==> src/inc/sesl_params.svh <==
// Constants for the standard event status logic
`ifndef SESL_PARAMS_SVH
`define SESL_PARAMS_SVH
`define SESL_MASK_RESET 8'h00
`define SESL_FLAGS_RESET 8'h00
`define SESL_BIT_OPC 0
`define SESL_BIT_QUERY 2
`define SESL_BIT_DEVDEP 3
`define SESL_BIT_EXEC 4
`define SESL_BIT_CMD 5
`define SESL_STB_ESB 5
`define SESL_USED_BITS 8'h3D
`define SESL_CLASS_CMD 4'h1
`define SESL_CLASS_EXEC 4'h2
`define SESL_CLASS_DEVDEP 4'h3
`define SESL_CLASS_QUERY 4'h4
`define SESL_QUEUE_DEPTH 8
`define SESL_QUEUE_AW 3
`define SESL_CODE_W 10
`endif

==> src/inc/sesl_pkg.sv <==
// Types for the standard event status logic
package sesl_pkg;
   typedef enum logic [1:0] {SESL_OPC_IDLE, SESL_OPC_WAIT} sesl_opc_state_t;
endpackage

==> src/logic/sesl_event_status.sv <==
// Standard event status register, enable mask and error queue
`timescale 1ns/1ps
`include "sesl_params.svh"
// Limits a user should know:
// - the error queue holds eight codes; newer ones are lost until it drains
// - codes outside the four classes are queued but raise no event bit
// - only the summary bit of the status byte is produced here

////////////////////////////////////////////////////////////////////////////////
// Contract
// (RULE1) Clear-status empties error queue, zeroes event registers and status byte, keeps masks.
// (RULE2) Clear-status returns operation-complete tracking to idle, dropping pending request.
// (RULE3) Enable mask takes 0..255, resets to 0; controller stays in range.
// (RULE4) Summary bit 5 is OR of event bits ANDed with mask bits.
// (RULE5) Mask query returns stored mask unchanged.
// (RULE6) Event register query returns contents then clears them.
// (RULE7) Layout: bit0 complete, 2 query, 3 device, 4 execution, 5 command; others unused.
// (RULE8) Error class 1xx sets command error bit.
// (RULE9) Error class 2xx sets execution error bit 4.
// (RULE10) Error class 3xx sets device-dependent error bit 3.
// (RULE11) Output current or voltage error also sets device-dependent error bit.
// (RULE12) Error class 4xx sets query error bit 2.
// (RULE13) Completion bit 0 set only after pending work finishes; commands keep flowing.
// (RULE14) Summary bit follows register and mask changes in the same cycle.
module sesl_event_status
(
   input wire logic sys_clk,
   input wire logic rst_n,
   // Controller commands, one-cycle pulses
   input wire logic clear_status_command,
   input wire logic mask_write,
   input wire logic [7:0] mask_wdata,
   input wire logic mask_query,
   input wire logic flags_query,
   // Error and completion sources
   input wire logic error_raise,
   input wire logic [3:0] error_class,
   input wire logic [`SESL_CODE_W-1:0] error_code,
   input wire logic readback_error,
   input wire logic opc_request,
   input wire logic ops_busy,
   // Queue drain and summary feeders
   input wire logic queue_pop,
   input wire logic oper_event,
   input wire logic ques_event,
   // Query answer, registered
   output logic [7:0] query_data,
   output logic query_valid,
   // Status registers and summaries
   output logic [7:0] event_enable_mask,
   output logic [7:0] standard_event_flags,
   output logic event_summary_bit,
   output logic [7:0] status_byte,
   output logic operation_events,
   output logic questionable_events,
   output logic [`SESL_CODE_W-1:0] queue_head,
   output logic queue_empty,
   output logic opc_pending
);

   logic [7:0] mask_reg;
   logic [7:0] flags_reg;
   logic [7:0] flags_next;
   logic [7:0] set_bits;
   logic [7:0] query_data_reg;
   logic query_valid_reg;
   logic oper_reg;
   logic ques_reg;
   sesl_pkg::sesl_opc_state_t opc_reg;
   logic opc_done;
   logic cmd_err_hit;
   logic exec_err_hit;
   logic devdep_err_hit;
   logic query_err_hit;
   logic [7:0] flags_keep;

   // Error queue storage and bookkeeping
   logic [`SESL_CODE_W-1:0] queue_mem [`SESL_QUEUE_DEPTH];
   logic [`SESL_QUEUE_AW-1:0] wr_ptr_reg;
   logic [`SESL_QUEUE_AW-1:0] rd_ptr_reg;
   logic [`SESL_QUEUE_AW:0] count_reg;
   logic queue_full;
   logic push;
   logic pop;

   // Reset image of the event flags, one bit per generate copy
   localparam logic [7:0] FLAGS_RESET = `SESL_FLAGS_RESET;

   ////////////////////////////////////////////////////////////////////////////////
   // Enable mask: survives clear-status
   always_ff @(posedge sys_clk or negedge rst_n)
   begin
      if (!rst_n)
         mask_reg <= `SESL_MASK_RESET; // RULE3
      // Clear-status never reaches this register
      else if (mask_write)
         mask_reg <= mask_wdata; // RULE3 RULE1
   end

   ////////////////////////////////////////////////////////////////////////////////
   // Operation-complete tracking
   always_ff @(posedge sys_clk or negedge rst_n)
   begin
      if (!rst_n)
         opc_reg <= sesl_pkg::SESL_OPC_IDLE;
      else if (clear_status_command)
         opc_reg <= sesl_pkg::SESL_OPC_IDLE; // RULE2
      else
      begin
         case (opc_reg)
            // A request while already waiting is simply absorbed
            sesl_pkg::SESL_OPC_IDLE:
               if (opc_request)
                  opc_reg <= sesl_pkg::SESL_OPC_WAIT;
            // Later commands keep running; only the flag waits
            sesl_pkg::SESL_OPC_WAIT:
               if (!ops_busy)
                  opc_reg <= sesl_pkg::SESL_OPC_IDLE; // RULE13
            default:
               opc_reg <= sesl_pkg::SESL_OPC_IDLE;
         endcase
      end
   end

   // Done fires in the cycle the busy level drops, so bit 0 lands one edge later
   assign opc_done = (opc_reg == sesl_pkg::SESL_OPC_WAIT) && !ops_busy; // RULE13
   assign opc_pending = (opc_reg == sesl_pkg::SESL_OPC_WAIT);

   ////////////////////////////////////////////////////////////////////////////////
   // Error class decode; the hundreds digit picks the event bit
   assign cmd_err_hit = error_raise && (error_class == `SESL_CLASS_CMD); // RULE8
   assign exec_err_hit = error_raise && (error_class == `SESL_CLASS_EXEC); // RULE9
   assign devdep_err_hit = (error_raise && (error_class == `SESL_CLASS_DEVDEP))
      || readback_error; // RULE10 RULE11
   assign query_err_hit = error_raise && (error_class == `SESL_CLASS_QUERY); // RULE12

   ////////////////////////////////////////////////////////////////////////////////
   // Event sources; a new event beats a read clear in the same cycle
   always_comb
   begin
      set_bits = 8'h00;
      set_bits[`SESL_BIT_OPC] = opc_done; // RULE13
      set_bits[`SESL_BIT_CMD] = cmd_err_hit; // RULE8
      set_bits[`SESL_BIT_EXEC] = exec_err_hit; // RULE9
      set_bits[`SESL_BIT_DEVDEP] = devdep_err_hit; // RULE10 RULE11
      set_bits[`SESL_BIT_QUERY] = query_err_hit; // RULE12
   end

   // A flag query hands the old contents out and drops them
   assign flags_keep = flags_query ? 8'h00 : flags_reg; // RULE6

   // Clear-status overrides every source, events of that cycle included
   always_comb
   begin
      if (clear_status_command)
         flags_next = 8'h00; // RULE1
      else
         flags_next = (flags_keep | set_bits) & `SESL_USED_BITS; // RULE7
   end

   // One flop per event bit
   generate
      for (genvar b = 0; b < 8; b++)
      begin : g_flag
         always_ff @(posedge sys_clk or negedge rst_n)
         begin
            if (!rst_n)
               flags_reg[b] <= FLAGS_RESET[b];
            else
               flags_reg[b] <= flags_next[b];
         end
      end
   endgenerate

   ////////////////////////////////////////////////////////////////////////////////
   // Operation and questionable summaries, sticky until clear-status
   always_ff @(posedge sys_clk or negedge rst_n)
   begin
      if (!rst_n)
         oper_reg <= 1'b0;
      else if (clear_status_command)
         oper_reg <= 1'b0; // RULE1
      else if (oper_event)
         oper_reg <= 1'b1;
   end

   // Readback errors are questionable conditions as well
   always_ff @(posedge sys_clk or negedge rst_n)
   begin
      if (!rst_n)
         ques_reg <= 1'b0;
      else if (clear_status_command)
         ques_reg <= 1'b0; // RULE1
      else if (ques_event || readback_error)
         ques_reg <= 1'b1; // RULE11
   end

   ////////////////////////////////////////////////////////////////////////////////
   // Query answers; flag query wins if both asked at once
   // One-cycle strobe, never held
   always_ff @(posedge sys_clk or negedge rst_n)
   begin
      if (!rst_n)
         query_valid_reg <= 1'b0;
      else
         query_valid_reg <= flags_query | mask_query;
   end

   // Data holds until the next query
   always_ff @(posedge sys_clk or negedge rst_n)
   begin
      if (!rst_n)
         query_data_reg <= 8'h00;
      else if (flags_query)
         query_data_reg <= flags_reg; // RULE6
      else if (mask_query)
         query_data_reg <= mask_reg; // RULE5
   end

   ////////////////////////////////////////////////////////////////////////////////
   // Error queue; a full queue drops new codes, the event bit still sets
   assign queue_full = (count_reg == (`SESL_QUEUE_AW+1)'(`SESL_QUEUE_DEPTH));
   assign push = error_raise && !queue_full;
   assign pop = queue_pop && !queue_empty;

   // Storage needs no reset; the count says what is valid
   always_ff @(posedge sys_clk)
   begin
      if (push)
         queue_mem[wr_ptr_reg] <= error_code;
   end

   // Write side
   always_ff @(posedge sys_clk or negedge rst_n)
   begin
      if (!rst_n)
         wr_ptr_reg <= '0;
      else if (clear_status_command)
         wr_ptr_reg <= '0; // RULE1
      else if (push)
         wr_ptr_reg <= wr_ptr_reg + 1'b1;
   end

   // Read side
   always_ff @(posedge sys_clk or negedge rst_n)
   begin
      if (!rst_n)
         rd_ptr_reg <= '0;
      else if (clear_status_command)
         rd_ptr_reg <= '0; // RULE1
      else if (pop)
         rd_ptr_reg <= rd_ptr_reg + 1'b1;
   end

   // Push and pop together leave the count alone
   always_ff @(posedge sys_clk or negedge rst_n)
   begin
      if (!rst_n)
         count_reg <= '0;
      else if (clear_status_command)
         count_reg <= '0; // RULE1
      else if (push && !pop)
         count_reg <= count_reg + 1'b1;
      else if (pop && !push)
         count_reg <= count_reg - 1'b1;
   end

   ////////////////////////////////////////////////////////////////////////////////
   // Outputs
   // Combinational so the summary moves in the cycle the registers do
   assign event_summary_bit = |(flags_reg & mask_reg); // RULE4 RULE14

   // Other status byte sources live outside this block
   generate
      for (genvar s = 0; s < 8; s++)
      begin : g_status
         if (s == `SESL_STB_ESB)
         begin : g_esb
            assign status_byte[s] = event_summary_bit; // RULE4
         end
         else
         begin : g_zero
            assign status_byte[s] = 1'b0;
         end
      end
   endgenerate

   assign event_enable_mask = mask_reg;
   assign standard_event_flags = flags_reg;
   assign query_data = query_data_reg;
   assign query_valid = query_valid_reg;
   assign operation_events = oper_reg;
   assign questionable_events = ques_reg;
   assign queue_empty = (count_reg == '0);
   // Head reads as zero when empty so stale codes never show
   assign queue_head = queue_empty ? '0 : queue_mem[rd_ptr_reg];

endmodule

==> config.mk <==
export PLATFORM = sky130hd
export DESIGN_NAME = sesl_event_status
export DESIGN_NICKNAME = d
export VERILOG_FILES = /design/src/inc/sesl_pkg.sv /design/src/logic/sesl_event_status.sv
export VERILOG_INCLUDE_DIRS = /design/src /design/src/inc
export SDC_FILE = /design/constraint.sdc
export NUM_CORES = 1
export LEC_CHECK = 0
export BUFFER_PORTS_ARGS = -buffer_cell sky130_fd_sc_hd__buf_2
export CAP_MARGIN = 20
export CORE_ASPECT_RATIO = 0.5
export CORE_MARGIN = 8
export CORE_UTILIZATION = 40
export DETAILED_ROUTE_END_ITERATION = 8
export PLACE_DENSITY_LB_ADDON = 0.25
export SYNTH_ARGS = -nofsm -noshare
export SYNTH_HDL_FRONTEND = slang
export SYNTH_SLANG_ARGS = --single-unit
==> constraint.sdc <==
create_clock -name sys_clk -period 2.4 [get_ports sys_clk]
set_input_delay 0.48 -clock sys_clk [delete_from_list [all_inputs] [get_ports sys_clk]]
set_output_delay 0.48 -clock sys_clk [all_outputs]
set_load 0.02 [all_outputs]
==> results of run 1 <==
[power by group through the flow]
stage / logic, mW / registers (mW) / clock network (mW)
finish: 2.03 / 2.38 / 2.50
global route: 2.20 / 2.40 / 2.64
CTS: 1.98 / 2.39 / 2.54
detailed placement: 1.76 / 2.41 / 0
global placement: 1.72 / 2.40 / 0
floorplan: 1.13 / 2.44 / 0
[Yosys cell counts, types with 2 or more instances]
cell type	count	area (um^2)
mux4_2	20	450.4
dfrtp_1	35	875.8
a211oi_1	2	15.01
xnor2_1	3	26.28
clkbuf_1	7	26.28
nand2_1	12	45.04
nand3_1	4	20.02
nand2b_1	2	12.51
buf_6	3	33.78
o311ai_0	2	17.52
buf_2	2	10.01
a22oi_1	2	15.01
nor2_1	41	153.9
ha_1	4	50.05
or2_2	2	12.51
buf_4	11	82.58
mux2i_1	21	210.2
inv_1	9	33.78
xor2_1	2	17.52
nor3_1	6	30.03
a21oi_1	3	15.01
mux2_2	9	101.4
o21ai_0	6	30.03
edfxtp_1	80	2402
a32oi_1	2	17.52
[worst max-delay path: stages, from the launching register on]
cell,delay [ns]
dfrtp_2,0.43
buf_12,0.15
mux4_2,0.50
mux2i_1,0.18
nor2_1,0.07
buf_4,0.16
[logic make-up (layout without fill, tap and decap cells)]
family,Yosys count,in the layout,share of synthesized area (%)
adder cells (fa/ha/maj),5,5,1.449
other,1,10,0.07753
XOR/XNOR,5,5,0.9055
multiplexers,50,50,15.75
buffers and inverters,32,133,3.854
flip-flops,115,115,67.77
AND/OR/NAND/NOR,70,70,6.311
AO/OA/AOI/OAI,25,25,3.880
[layout by cell type, fill, tap and decap left out, types with 3 or more instances in the layout]
| cell type | instances |
|---|---|
| inv_1 | 9 |
| buf_2 | 68 |
| buf_4 | 15 |
| buf_6 | 6 |
| dfrtp_1 | 33 |
| inv_6 | 6 |
| buf_12 | 3 |
| mux2i_1 | 21 |
| xnor2_1 | 3 |
| clkinvlp_4 | 3 |
| mux4_2 | 20 |
| mux2_2 | 8 |
| nand2_1 | 11 |
| nor2_1 | 39 |
| edfxtp_1 | 80 |
| a21oi_1 | 3 |
| conb_1 | 10 |
| clkbuf_16 | 17 |
| nand3_1 | 4 |
| o21ai_0 | 6 |
| nor3_1 | 6 |
[path summary, 6_finish.rpt]
path / from / to / slack (ns) / cells past startpoint
setup / recovery: rd_ptr_reg[0]$_DFFE_PN0P_ / queue_head[8] / 0.02 / 5
hold / removal: rst_n / standard_event_flags[0]$_DFF_PN0_ / 0.15 / 1
setup reg to reg: count_reg[0]$_DFFE_PN0P_ / count_reg[3]$_DFFE_PN0P_ / 0.11 / 8
hold reg to reg: operation_events$_DFFE_PN0P_ / operation_events$_DFFE_PN0P_ / 0.50 / 2
max in group asynchronous: rst_n / rd_ptr_reg[0]$_DFFE_PN0P_ / 1.69 / 1
min in group sys_clk: oper_event / operation_events$_DFFE_PN0P_ / 0.30 / 3
[layout make-up]
cell class | count | area, um^2
Fill cell | 984 | 5639
Timing Repair Buffer | 92 | 580.6
Inverter | 9 | 33.78
Clock buffer | 17 | 425.4
Tap cell | 165 | 206.4
Multi-Input combinational cell | 165 | 1470
Sequential cell | 115 | 3281
Clock inverter | 15 | 170.2
[repair_timing]
item                                   CTS  global route
setup buffers                            1             4
gates resized for setup                 13            11
pin swaps                                3             8
setup endpoints to repair               12            11
cloned                                   2             0
endpoints found under the hold margin    0             0
[through the flow]
stage	area [um^2]	setup TNS [ns]	hold WS, ns	util, %
after floorplan	4871	0	0.1844	-
after global placement	5400	0	0.4726	45.74
after detailed placement	5411	-0.08989	0.4894	45.84
after CTS	6098	-0.1054	0.1880	51.65
after global routing	6167	-0.3695	0.2282	52.24
final	6167	0	0.1541	52.24
[routing by layer]
| layer | wire (um) | GRT usage (%) | up-vias |
|---|---|---|---|
| met5 | 0 | 0 | - |
| met4 | 90 | 5.607 | 0 |
| met3 | 605 | 4.528 | 6 |
| met2 | 5088 | 23.06 | 81 |
| met1 | 4598 | 16.23 | 1451 |
| li1 | - | - | 1330 |
==> Flow_metrics.wiki, run 1 <==
{| class="wikitable"
! Metric !! Value
|-
| Internal power of the cells || 4.808 mW
|-
| Fraction of layout cells with a size suffix above 1 || 40.68%
|-
| Clk_skew || 0.01124 ns
|-
| Average cell area after synthesis || 15.96 um^2
|-
| Sw Pwr || 2.104 mW
|-
| Number of detailed-route iterations in the first pass || 4
|-
| Area growth syn-to-layout || 27.50%
|-
| Sequential share of power || 34.5%
|-
| Insertion delay of the later-clocked pin in the worst-skew pair || 0.40 ns
|-
| Die extent in y || 93.76 um
|-
| Nature of the critical path startpoint || register
|-
| Final critical-path setup slack || 0.02488 ns
|-
| Pwr Density || 1121 mW/mm^2
|-
| Flops & latches, synth || 115
|-
| Nets@finish || 440
|-
| Mapped Area || 0.004837 mm^2
|-
| Detailed Route WL || 10.38 mm
|-
| CP max FO || 7
|-
| Number of flip-flops under the largest register name || 80
|-
| Worst Hold Class || input pin to async pin
|-
| Number of hold violations in the final report || 0
|-
| All-layer global routing usage || 13.76%
|-
| Clock-pin slew on the worst setup and hold paths || 0.06 ns
|-
| Asr flop ratio synth || 30.43%
|-
| Switching power share of the total || 30.44%
|-
| Cell leakage power || 2.407 nW
|-
| Die width || 171.5 um
|-
| Maximum Capacitance Violations || 0
|-
| Antenna Cells || 0
|-
| Root Driver || clkbuf_16
|-
| Maximum root-to-sink buffer count || 2
|-
| Number of synthesized flops with an enable pin || 80
|-
| Setup violators final || 0
|-
| DR iter-0 viols || 122
|-
| Post-route DRC || 0
|-
| Crit. End Element || output pin
|-
| Antenna Violating Nets Remaining || 0
|-
| Number of max-slew violations in the final report || 0
|-
| Standard cell core area || 0.01181 mm^2
|-
| Vias per Instance || 4.962
|-
| Number of input and output port buffers inserted || 72
|-
| Hold buffer count at cts || 0
|-
| Worst Path Required || 1.92 ns
|-
| Wire per inst || 17.96 um
|-
| Starting Density || 40.97%
|-
| RD Place Congestion || 0.8392
|-
| Final period utilization || 98.96%
|-
| Cell count after synthesis || 303
|-
| Global-route wire length before repair || 16.71 mm
|-
| Number of top-level design ports || 83
|-
| Achievable frequency || 0.4210 GHz
|-
| Final period demand of the worst path || 2.375 ns
|-
| Unrepaired setup endpoints after global routing || true
|-
| Inserted Clock Buffers || 17
|-
| Yosys cell types || 38
|-
| Part of the total power dissipated in the clock network || 36.2%
|-
| Overall power || 6.912 mW
|-
| Type of the worst setup path || register to output pin
|-
| Relative contribution of combinational cells to total power || 29.4%
|-
| Detailed placer's ending HPWL || 6.838 mm
|-
| Number of warnings printed during yosys synthesis || 0
|-
| CTS tree || yes
|-
| Remaining max-slew budget at the tightest pin || 30.83%
|-
| Pre-CTS setup slack || -0.08989 ns
|-
| Area of the die || 0.01608 mm^2
|-
| Number of global-route vias before repair || 3187
|-
| Sequential fraction of the synthesis area || 67.77%
|-
| Transition time at the pin with the least slew margin || 1.034 ns
|-
| Worst vdd rail ir drop || 0.4786 mV
|-
| Sinks on the clock net || 115
|-
| Layout Cells excl Fill || 578
|-
| Main flop type after synthesis || edfxtp_1
|-
| Htree depth || 4
|-
| Total number of vias || 2868
|-
| Initial antenna violation count || 0
|-
| Largest net degree at the start of global routing || 36
|-
| Placed cells || 539
|-
| Worst endpoint data arrival time || 1.90 ns
|-
| Run status || finished, final reports clean
|-
| Number of rows created at floorplan || 28
|-
| Total overflow reported by the global router || 0
|}
Note: power is estimated with default switching activity, not from simulation.
==> run 2, diff against run 1 <==
--- a/config.mk
+++ b/config.mk
@@ -6,11 +6,13 @@
 export SDC_FILE = /design/constraint.sdc
 export NUM_CORES = 1
 export LEC_CHECK = 0
+export ABC_AREA = 1
 export BUFFER_PORTS_ARGS = -buffer_cell sky130_fd_sc_hd__buf_2
 export CAP_MARGIN = 20
-export CORE_ASPECT_RATIO = 0.5
+export CORE_ASPECT_RATIO = 2
 export CORE_MARGIN = 8
 export CORE_UTILIZATION = 40
+export CTS_CLUSTER_DIAMETER = 50
 export DETAILED_ROUTE_END_ITERATION = 8
 export PLACE_DENSITY_LB_ADDON = 0.25
 export SYNTH_ARGS = -nofsm -noshare
==> Flow_metrics.wiki, run 2 <==
{| class="wikitable"
! Metric !! Value
|-
| Largest area contributor in the synthesized netlist || edfxtp_1 (unchanged)
|-
| Clock-pin slew on the worst setup and hold paths || 0.05 ns (was 0.06 ns)
|-
| Final standard cell utilization of the core || 50.71% (was 52.24%)
|-
| Most used cells in the layout excluding fill and tap cells || nor2_1 (83), edfxtp_1 (80), buf_2 (72) (was edfxtp_1 (80), buf_2 (68), nor2_1 (39))
|-
| Internal power of the cells || 4.679 mW (was 4.808 mW)
|-
| Inserted Clock Buffers || 17 (unchanged)
|-
| Dominant cell by count in the synthesized netlist || nor2_1 (was edfxtp_1)
|-
| Maximum root-to-sink buffer count || 2 (unchanged)
|-
| Most common library cell in the layout ignoring fill and taps || nor2_1 (was edfxtp_1)
|-
| Achievable frequency || 0.4454 GHz (was 0.4210 GHz)
|-
| Global-route wire length before repair || 18.54 mm (was 16.71 mm)
|-
| Post-route DRC || 0 (unchanged)
|-
| Number of warnings printed during yosys synthesis || 0 (unchanged)
|-
| Die extent in y || 172.2 um (was 93.76 um)
|-
| Asr flop ratio synth || 30.43% (unchanged)
|-
| WL met1 || 4.464 mm (was 4.598 mm)
|-
| Worst Hold Slack || 0.1560 ns (was 0.1541 ns)
|-
| Root Driver || clkbuf_16 (unchanged)
|-
| Worst Path Required || 1.92 ns (about the same)
|-
| Starting Density || 40.49% (was 40.97%)
|-
| Htree depth || 4 (unchanged)
|-
| Chain of cells forming the critical path || buf_4 > nor2_1 > nor2_1 > o21ai_0 > o21ai_0 > o21ai_0 > nor2_1 > buf_2 (was buf_12 > mux4_2 > mux2i_1 > nor2_1 > buf_4)
|-
| Largest net degree at the start of global routing || 36 (unchanged)
|-
| Die width || 94.10 um (was 171.5 um)
|-
| Highest routed metal layer || met4 (unchanged)
|-
| All-layer global routing usage || 15.23% (was 13.76%)
|-
| Mapped Area || 0.004880 mm^2 (was 0.004837 mm^2)
|-
| Insertion delay of the later-clocked pin in the worst-skew pair || 0.41 ns (was 0.40 ns)
|-
| Standard cell core area || 0.01205 mm^2 (was 0.01181 mm^2)
|-
| Nets@finish || 566 (was 440)
|-
| Worst path top cell family by delay || flip-flops (was multiplexers)
|-
| Average cell area after synthesis || 11.17 um^2 (was 15.96 um^2)
|-
| Cell types with the largest area share after synthesis || edfxtp_1 (49%), dfrtp_1 (18%), o21ai_0 (6.7%) (was edfxtp_1 (50%), dfrtp_1 (18%), mux4_2 (9.3%))
|-
| Area of the die || 0.01620 mm^2 (was 0.01608 mm^2)
|-
| Number of flip-flops under the largest register name || 80 (unchanged)
|-
| Detailed placer's ending HPWL || 8.072 mm (was 6.838 mm)
|-
| Relative contribution of combinational cells to total power || 27.1% (was 29.4%)
|-
| Fraction of layout cells with a size suffix above 1 || 24.12% (was 40.68%)
|-
| Sequential share of power || 34.9% (was 34.5%)
|-
| Sw Pwr || 2.176 mW (was 2.104 mW)
|-
| Maximum Capacitance Violations || 0 (unchanged)
|-
| Area growth syn-to-layout || 25.26% (was 27.50%)
|-
| Worst endpoint data arrival time || 1.77 ns (was 1.90 ns)
|-
| RD Place Congestion || 0.7491 (was 0.8392)
|-
| Number of hold violations in the final report || 0 (unchanged)
|-
| Post-synth top area share || 49.23% (was 49.66%)
|-
| DR iter-0 viols || 177 (was 122)
|-
| Overall power || 6.855 mW (was 6.912 mW)
|-
| Switching power share of the total || 31.75% (was 30.44%)
|-
| Sequential fraction of the synthesis area || 67.18% (was 67.77%)
|-
| Hold buffer count at cts || 0 (unchanged)
|-
| Part of the total power dissipated in the clock network || 38.0% (was 36.2%)
|-
| Final period demand of the worst path || 2.245 ns (was 2.375 ns)
|-
| CTS tree || yes (unchanged)
|-
| Clk_skew || 0.009516 ns (was 0.01124 ns)
|-
| Flops & latches, synth || 115 (unchanged)
|-
| Worst vdd rail ir drop || 0.6881 mV (was 0.4786 mV)
|-
| Pwr Density || 1122 mW/mm^2 (was 1121 mW/mm^2)
|-
| Library cell contributing the largest single delay on the critical path || dfrtp_2 (was mux4_2)
|-
| Cell count after synthesis || 437 (was 303)
|-
| Cell leakage power || 2.511 nW (was 2.407 nW)
|-
| Area of placed instances || 0.005418 mm^2 (was 0.005411 mm^2)
|-
| CP max FO || 10 (was 7)
|-
| Sinks on the clock net || 115 (unchanged)
|-
| Number of detailed-route iterations in the first pass || 4 (unchanged)
|-
| Worst Hold Class || input pin to async pin (unchanged)
|-
| Wire per inst || 17.30 um (was 17.96 um)
|-
| Setup_tns || 0 ns (unchanged)
|-
| Number of top-level design ports || 83 (unchanged)
|-
| Met3 routed wirelength || 479 um (was 605 um)
|-
| Yosys cell types || 31 (was 38)
|-
| Number of rows created at floorplan || 57 (was 28)
|-
| WP buf/inv || 2 (unchanged)
|-
| Type of the worst setup path || register to output pin (unchanged)
|-
| Unrepaired setup endpoints after global routing || false (was true)
|-
| Antenna Violating Nets Remaining || 0 (unchanged)
|-
| Setup violators final || 0 (unchanged)
|-
| Transition time at the pin with the least slew margin || 0.8130 ns (was 1.034 ns)
|-
| Vias per Instance || 5.051 (was 4.962)
|-
| Crit. End Element || output pin (unchanged)
|-
| Detailed Route WL || 11.87 mm (was 10.38 mm)
|-
| Slack of the worst reg-to-reg path || 0.42 ns (was 0.11 ns)
|-
| CP max stage delay || 0.48 ns (was 0.50 ns)
|-
| Remaining max-slew budget at the tightest pin || 45.80% (was 30.83%)
|-
| Number of global-route vias before repair || 3641 (was 3187)
|-
| Nature of the critical path startpoint || register (unchanged)
|-
| Number of max-slew violations in the final report || 0 (unchanged)
|-
| Total number of vias || 3465 (was 2868)
|-
| Initial antenna violation count || 0 (unchanged)
|-
| Number of synthesized flops with an enable pin || 80 (unchanged)
|-
| Run status || finished, final reports clean (unchanged)
|-
| Routed wire length on met2 || 6.761 mm (was 5.088 mm)
|-
| Main flop type after synthesis || edfxtp_1 (unchanged)
|-
| Antenna Cells || 0 (unchanged)
|-
| Number of input and output port buffers inserted || 72 (unchanged)
|-
| Total overflow reported by the global router || 0 (unchanged)
|-
| Ranking of synthesized cells by instance count || nor2_1 (83), edfxtp_1 (80), o21ai_0 (65), nand2_1 (45), dfrtp_1 (35) (was edfxtp_1 (80), nor2_1 (41), dfrtp_1 (35), mux2i_1 (21), mux4_2 (20))
|-
| Final period utilization || 93.56% (was 98.96%)
|-
| Design Area, Final || 0.006112 mm^2 (was 0.006167 mm^2)
|}
[run 2: cell types whose count changed after synthesis, moves of 10 or more]
cell,previous run,this run
mux4_2,20,0
o21ai_0,6,65
nand2_1,12,45
o22ai_1,0,10
inv_1,9,28
mux2i_1,21,10
nor2_1,41,83
[run 2: timing repair]
item | 4_1_cts | 5_1_grt
hold endpoints to repair | 0 | 0
endpoints found under the setup margin | 0 | 10
buffers inserted | 0 | 0
resized for setup | 0 | 13
[run 2: layout make-up]
cell class	instances	area (um^2)
inverter	29	111.4
timing repair buffer	89	548.0
clock inverter	14	186.4
tap	147	183.9
sequential	115	3279
fill	1067	5941
multi-input combinational	274	1374
clock buffer	18	429.2
[run 2: final timing paths]
| path | to | from | cells after the start |
|---|---|---|---|
| hold reg to reg | query_data[6]$_DFFE_PN0P_ | query_data[6]$_DFFE_PN0P_ | 2 |
| setup / recovery | queue_head[7] | rd_ptr_reg[0]$_DFFE_PN0P_ | 8 |
| setup reg to reg | count_reg[3]$_DFFE_PN0P_ | count_reg[1]$_DFFE_PN0P_ | 10 |
| min in group sys_clk | event_enable_mask[6]$_DFFE_PN0P_ | mask_wdata[6] | 3 |
| max in group asynchronous | rd_ptr_reg[0]$_DFFE_PN0P_ | rst_n | 1 |
| hold / removal | count_reg[1]$_DFFE_PN0P_ | rst_n | 1 |
[run 2: kinds of logic (layout without fill, tap and decap cells)]
| family | Yosys count | in the layout | synth area share [%] |
|---|---|---|---|
| compound gates | 99 | 99 | 10.97 |
| flops | 115 | 115 | 67.18 |
| xor+xnor | 1 | 1 | 0.1795 |
| other cells | 1 | 10 | 0.07685 |
| mux | 10 | 10 | 2.051 |
| simple gates | 149 | 149 | 12.74 |
| fa+ha+maj | 5 | 5 | 1.436 |
| buf+inv | 57 | 150 | 5.359 |
[run 2: through the flow]
step / std cells / setup WS (ns)
after global routing: 686 / 0.006768
final: 686 / 0.1546
after global placement: 652 / 0.5169
after floorplan: 446 / 0.5950
after detailed placement: 652 / 0.4580
after CTS: 684 / 0.04921
[run 2: routing by layer]
| layer | global-route usage [%] | up-vias |
|---|---|---|
| li1 | - | 1676 |
| met1 | 15.43 | 1677 |
| met2 | 28.48 | 99 |
| met3 | 3.957 | 13 |
| met4 | 5.837 | 0 |
| met5 | 0 | - |
[run 2: power by group through the flow]
stage,combinational [mW],clock [mW],sequential [mW]
floorplan,1.18,0,2.44
global placement,1.72,0,2.41
detailed placement,1.76,0,2.42
CTS,1.77,2.65,2.38
global route,2.09,2.73,2.41
finish,1.86,2.61,2.39
[run 2: worst register-to-register path, stage by stage (launching register included)]
cell	delay, ns
dfrtp_1	0.42
nor2_4	0.19
nand2_1	0.10
nand2_2	0.15
nand3_4	0.13
ha_1	0.34
a21oi_1	0.14
nand2_1	0.09
nand3b_1	0.17
nand3_1	0.08
nand2_1	0.05
==> run 3, diff against run 2 <==
--- a/config.mk
+++ b/config.mk
@@ -6,7 +6,6 @@
 export SDC_FILE = /design/constraint.sdc
 export NUM_CORES = 1
 export LEC_CHECK = 0
-export ABC_AREA = 1
 export BUFFER_PORTS_ARGS = -buffer_cell sky130_fd_sc_hd__buf_2
 export CAP_MARGIN = 20
 export CORE_ASPECT_RATIO = 2
==> Flow_metrics.wiki, run 3 (same netlist as run 1, synthesis figures left out) <==
{| class="wikitable"
! Metric !! Value
|-
| Final critical-path setup slack || 0.006207 ns (was 0.1546 ns)
|-
| Cell leakage power || 2.430 nW (was 2.511 nW)
|-
| Pre-CTS setup slack || -0.01477 ns (was 0.4580 ns)
|-
| Overall power || 6.993 mW (was 6.855 mW)
|-
| Worst Hold Class || input pin to async pin (unchanged)
|-
| Remaining max-slew budget at the tightest pin || 47.19% (was 45.80%)
|-
| Slack of the worst reg-to-reg path || 0.06 ns (was 0.42 ns)
|-
| Transition time at the pin with the least slew margin || 0.7921 ns (was 0.8130 ns)
|-
| Setup violators final || 0 (unchanged)
|-
| Most used cells in the layout excluding fill and tap cells || edfxtp_1 (80), buf_2 (69), nor2_1 (39) (was nor2_1 (83), edfxtp_1 (80), buf_2 (72))
|-
| Antenna Cells || 0 (unchanged)
|-
| Htree depth || 4 (unchanged)
|-
| Clk_skew || 0.006596 ns (was 0.009516 ns)
|-
| Root Driver || clkbuf_16 (unchanged)
|-
| Die extent in y || 171.5 um (was 172.2 um)
|-
| Number of max-slew violations in the final report || 0 (unchanged)
|-
| Inserted Clock Buffers || 17 (unchanged)
|-
| Final period demand of the worst path || 2.394 ns (was 2.245 ns)
|-
| Number of rows created at floorplan || 57 (unchanged)
|-
| Clock-pin slew on the worst setup and hold paths || 0.05 ns (about the same)
|-
| Crit. End Element || output pin (unchanged)
|-
| Worst endpoint data arrival time || 1.91 ns (was 1.77 ns)
|-
| Number of detailed-route iterations in the first pass || 4 (unchanged)
|-
| Most common library cell in the layout ignoring fill and taps || edfxtp_1 (was nor2_1)
|-
| Final standard cell utilization of the core || 51.33% (was 50.71%)
|-
| Setup_tns || 0 ns (unchanged)
|-
| Sinks on the clock net || 115 (unchanged)
|-
| Antenna Violating Nets Remaining || 0 (unchanged)
|-
| Footprint of the flip-flops and latches || 0.003281 mm^2 (was 0.003279 mm^2)
|-
| Worst Hold Slack || 0.1606 ns (was 0.1560 ns)
|-
| Wire per inst || 18.77 um (was 17.30 um)
|-
| Run status || finished, final reports clean (unchanged)
|-
| Post-route DRC || 0 (unchanged)
|-
| Total overflow reported by the global router || 0 (unchanged)
|-
| CP max FO || 6 (was 10)
|-
| Number of flip-flops under the largest register name || 80 (unchanged)
|-
| Type of the worst setup path || register to output pin (unchanged)
|-
| Largest net degree at the start of global routing || 36 (unchanged)
|-
| Global-route wire length before repair || 16.59 mm (was 18.54 mm)
|-
| CTS tree || yes (unchanged)
|-
| Number of hold violations in the final report || 0 (unchanged)
|-
| Standard cell core area || 0.01198 mm^2 (was 0.01205 mm^2)
|-
| Number of input and output port buffers inserted || 72 (unchanged)
|-
| Worst Path Required || 1.92 ns (about the same)
|-
| Detailed Route WL || 10.53 mm (was 11.87 mm)
|-
| Nets@finish || 441 (was 566)
|-
| Area of the die || 0.01608 mm^2 (was 0.01620 mm^2)
|-
| Area growth syn-to-layout || 27.13% (was 25.26%)
|-
| Number of top-level design ports || 83 (unchanged)
|-
| Hold buffer count at cts || 0 (unchanged)
|-
| Starting Density || 40.37% (was 40.49%)
|-
| Detailed placer's ending HPWL || 6.686 mm (was 8.072 mm)
|-
| Achievable frequency || 0.4177 GHz (was 0.4454 GHz)
|-
| Total number of vias || 2908 (was 3465)
|-
| Pwr Density || 1137 mW/mm^2 (was 1122 mW/mm^2)
|-
| Maximum root-to-sink buffer count || 2 (unchanged)
|-
| All-layer global routing usage || 13.74% (was 15.23%)
|-
| RD Place Congestion || 0.8008 (was 0.7491)
|-
| DR iter-0 viols || 188 (was 177)
|-
| Area used by multi-input combinational logic || 0.001419 mm^2 (was 0.001374 mm^2)
|-
| Insertion delay of the later-clocked pin in the worst-skew pair || 0.41 ns (about the same)
|-
| Nature of the critical path startpoint || register (unchanged)
|-
| Fillers || 1001 (was 1067)
|-
| Die width || 93.76 um (was 94.10 um)
|-
| Unrepaired setup endpoints after global routing || true (was false)
|-
| Initial antenna violation count || 0 (unchanged)
|-
| Vias per Instance || 5.184 (was 5.051)
|-
| Final period utilization || 99.74% (was 93.56%)
|-
| Number of global-route vias before repair || 3093 (was 3641)
|-
| Fraction of layout cells with a size suffix above 1 || 39.86% (was 24.12%)
|-
| Worst vdd rail ir drop || 0.7405 mV (was 0.6881 mV)
|-
| Maximum Capacitance Violations || 0 (unchanged)
|}
[run 3: metrics by stage]
step / cells / instance area, um^2
after floorplan: 312 / 4871
after global placement: 522 / 5380
after detailed placement: 522 / 5380
after CTS: 559 / 6106
after global routing: 561 / 6150
final: 561 / 6150
[run 3: area by class of cell]
class	count	area share [%]
flip-flops and latches	115	53.35
clock inverters	14	3.255
repair buffers	93	9.807
clock buffers	18	6.979
inverters	9	0.5493
well taps	147	2.991
multi-input cells	165	23.07
[run 3: layer usage]
metal	vias up	global-route usage (%)	routed length, um
met3	15	4.633	704
li1	1327	-	-
met5	-	0	0
met1	1472	14.95	4030
met4	0	6.185	158
met2	94	23.40	5636
[run 3: what timing repair did]
action	4_1_cts	5_1_grt
endpoints found under the setup margin	8	12
gates resized for setup	8	5
setup buffers	3	0
gates cloned	2	1
pin swaps	0	2
[run 3: critical path: stages, from the launching register on]
cell and delay (ns):
dfrtp_1 0.36, buf_6 0.15, buf_12 0.14, mux4_2 0.49, mux2i_1 0.15, nor2_1 0.07
buf_4 0.16
[run 3: worst paths after layout]
kind / depth (start not counted) / end / startpoint
worst max register to register: 8 / count_reg[3]$_DFFE_PN0P_ / count_reg[1]$_DFFE_PN0P_
min in group sys_clk: 3 / operation_events$_DFFE_PN0P_ / oper_event
worst max-delay path: 6 / queue_head[6] / rd_ptr_reg[0]$_DFFE_PN0P_
max in group asynchronous: 1 / count_reg[0]$_DFFE_PN0P_ / rst_n
worst min register to register: 2 / operation_events$_DFFE_PN0P_ / operation_events$_DFFE_PN0P_
worst min-delay path: 1 / query_data[0]$_DFFE_PN0P_ / rst_n
[run 3: power by group]
group	total (mW)	switching, mW	leakage, nW	internal, mW
Sequential	2.38	0.0978	1.17	2.28
Clock	2.65	0.904	0.298	1.75
Combinational	1.96	1.02	0.960	0.936
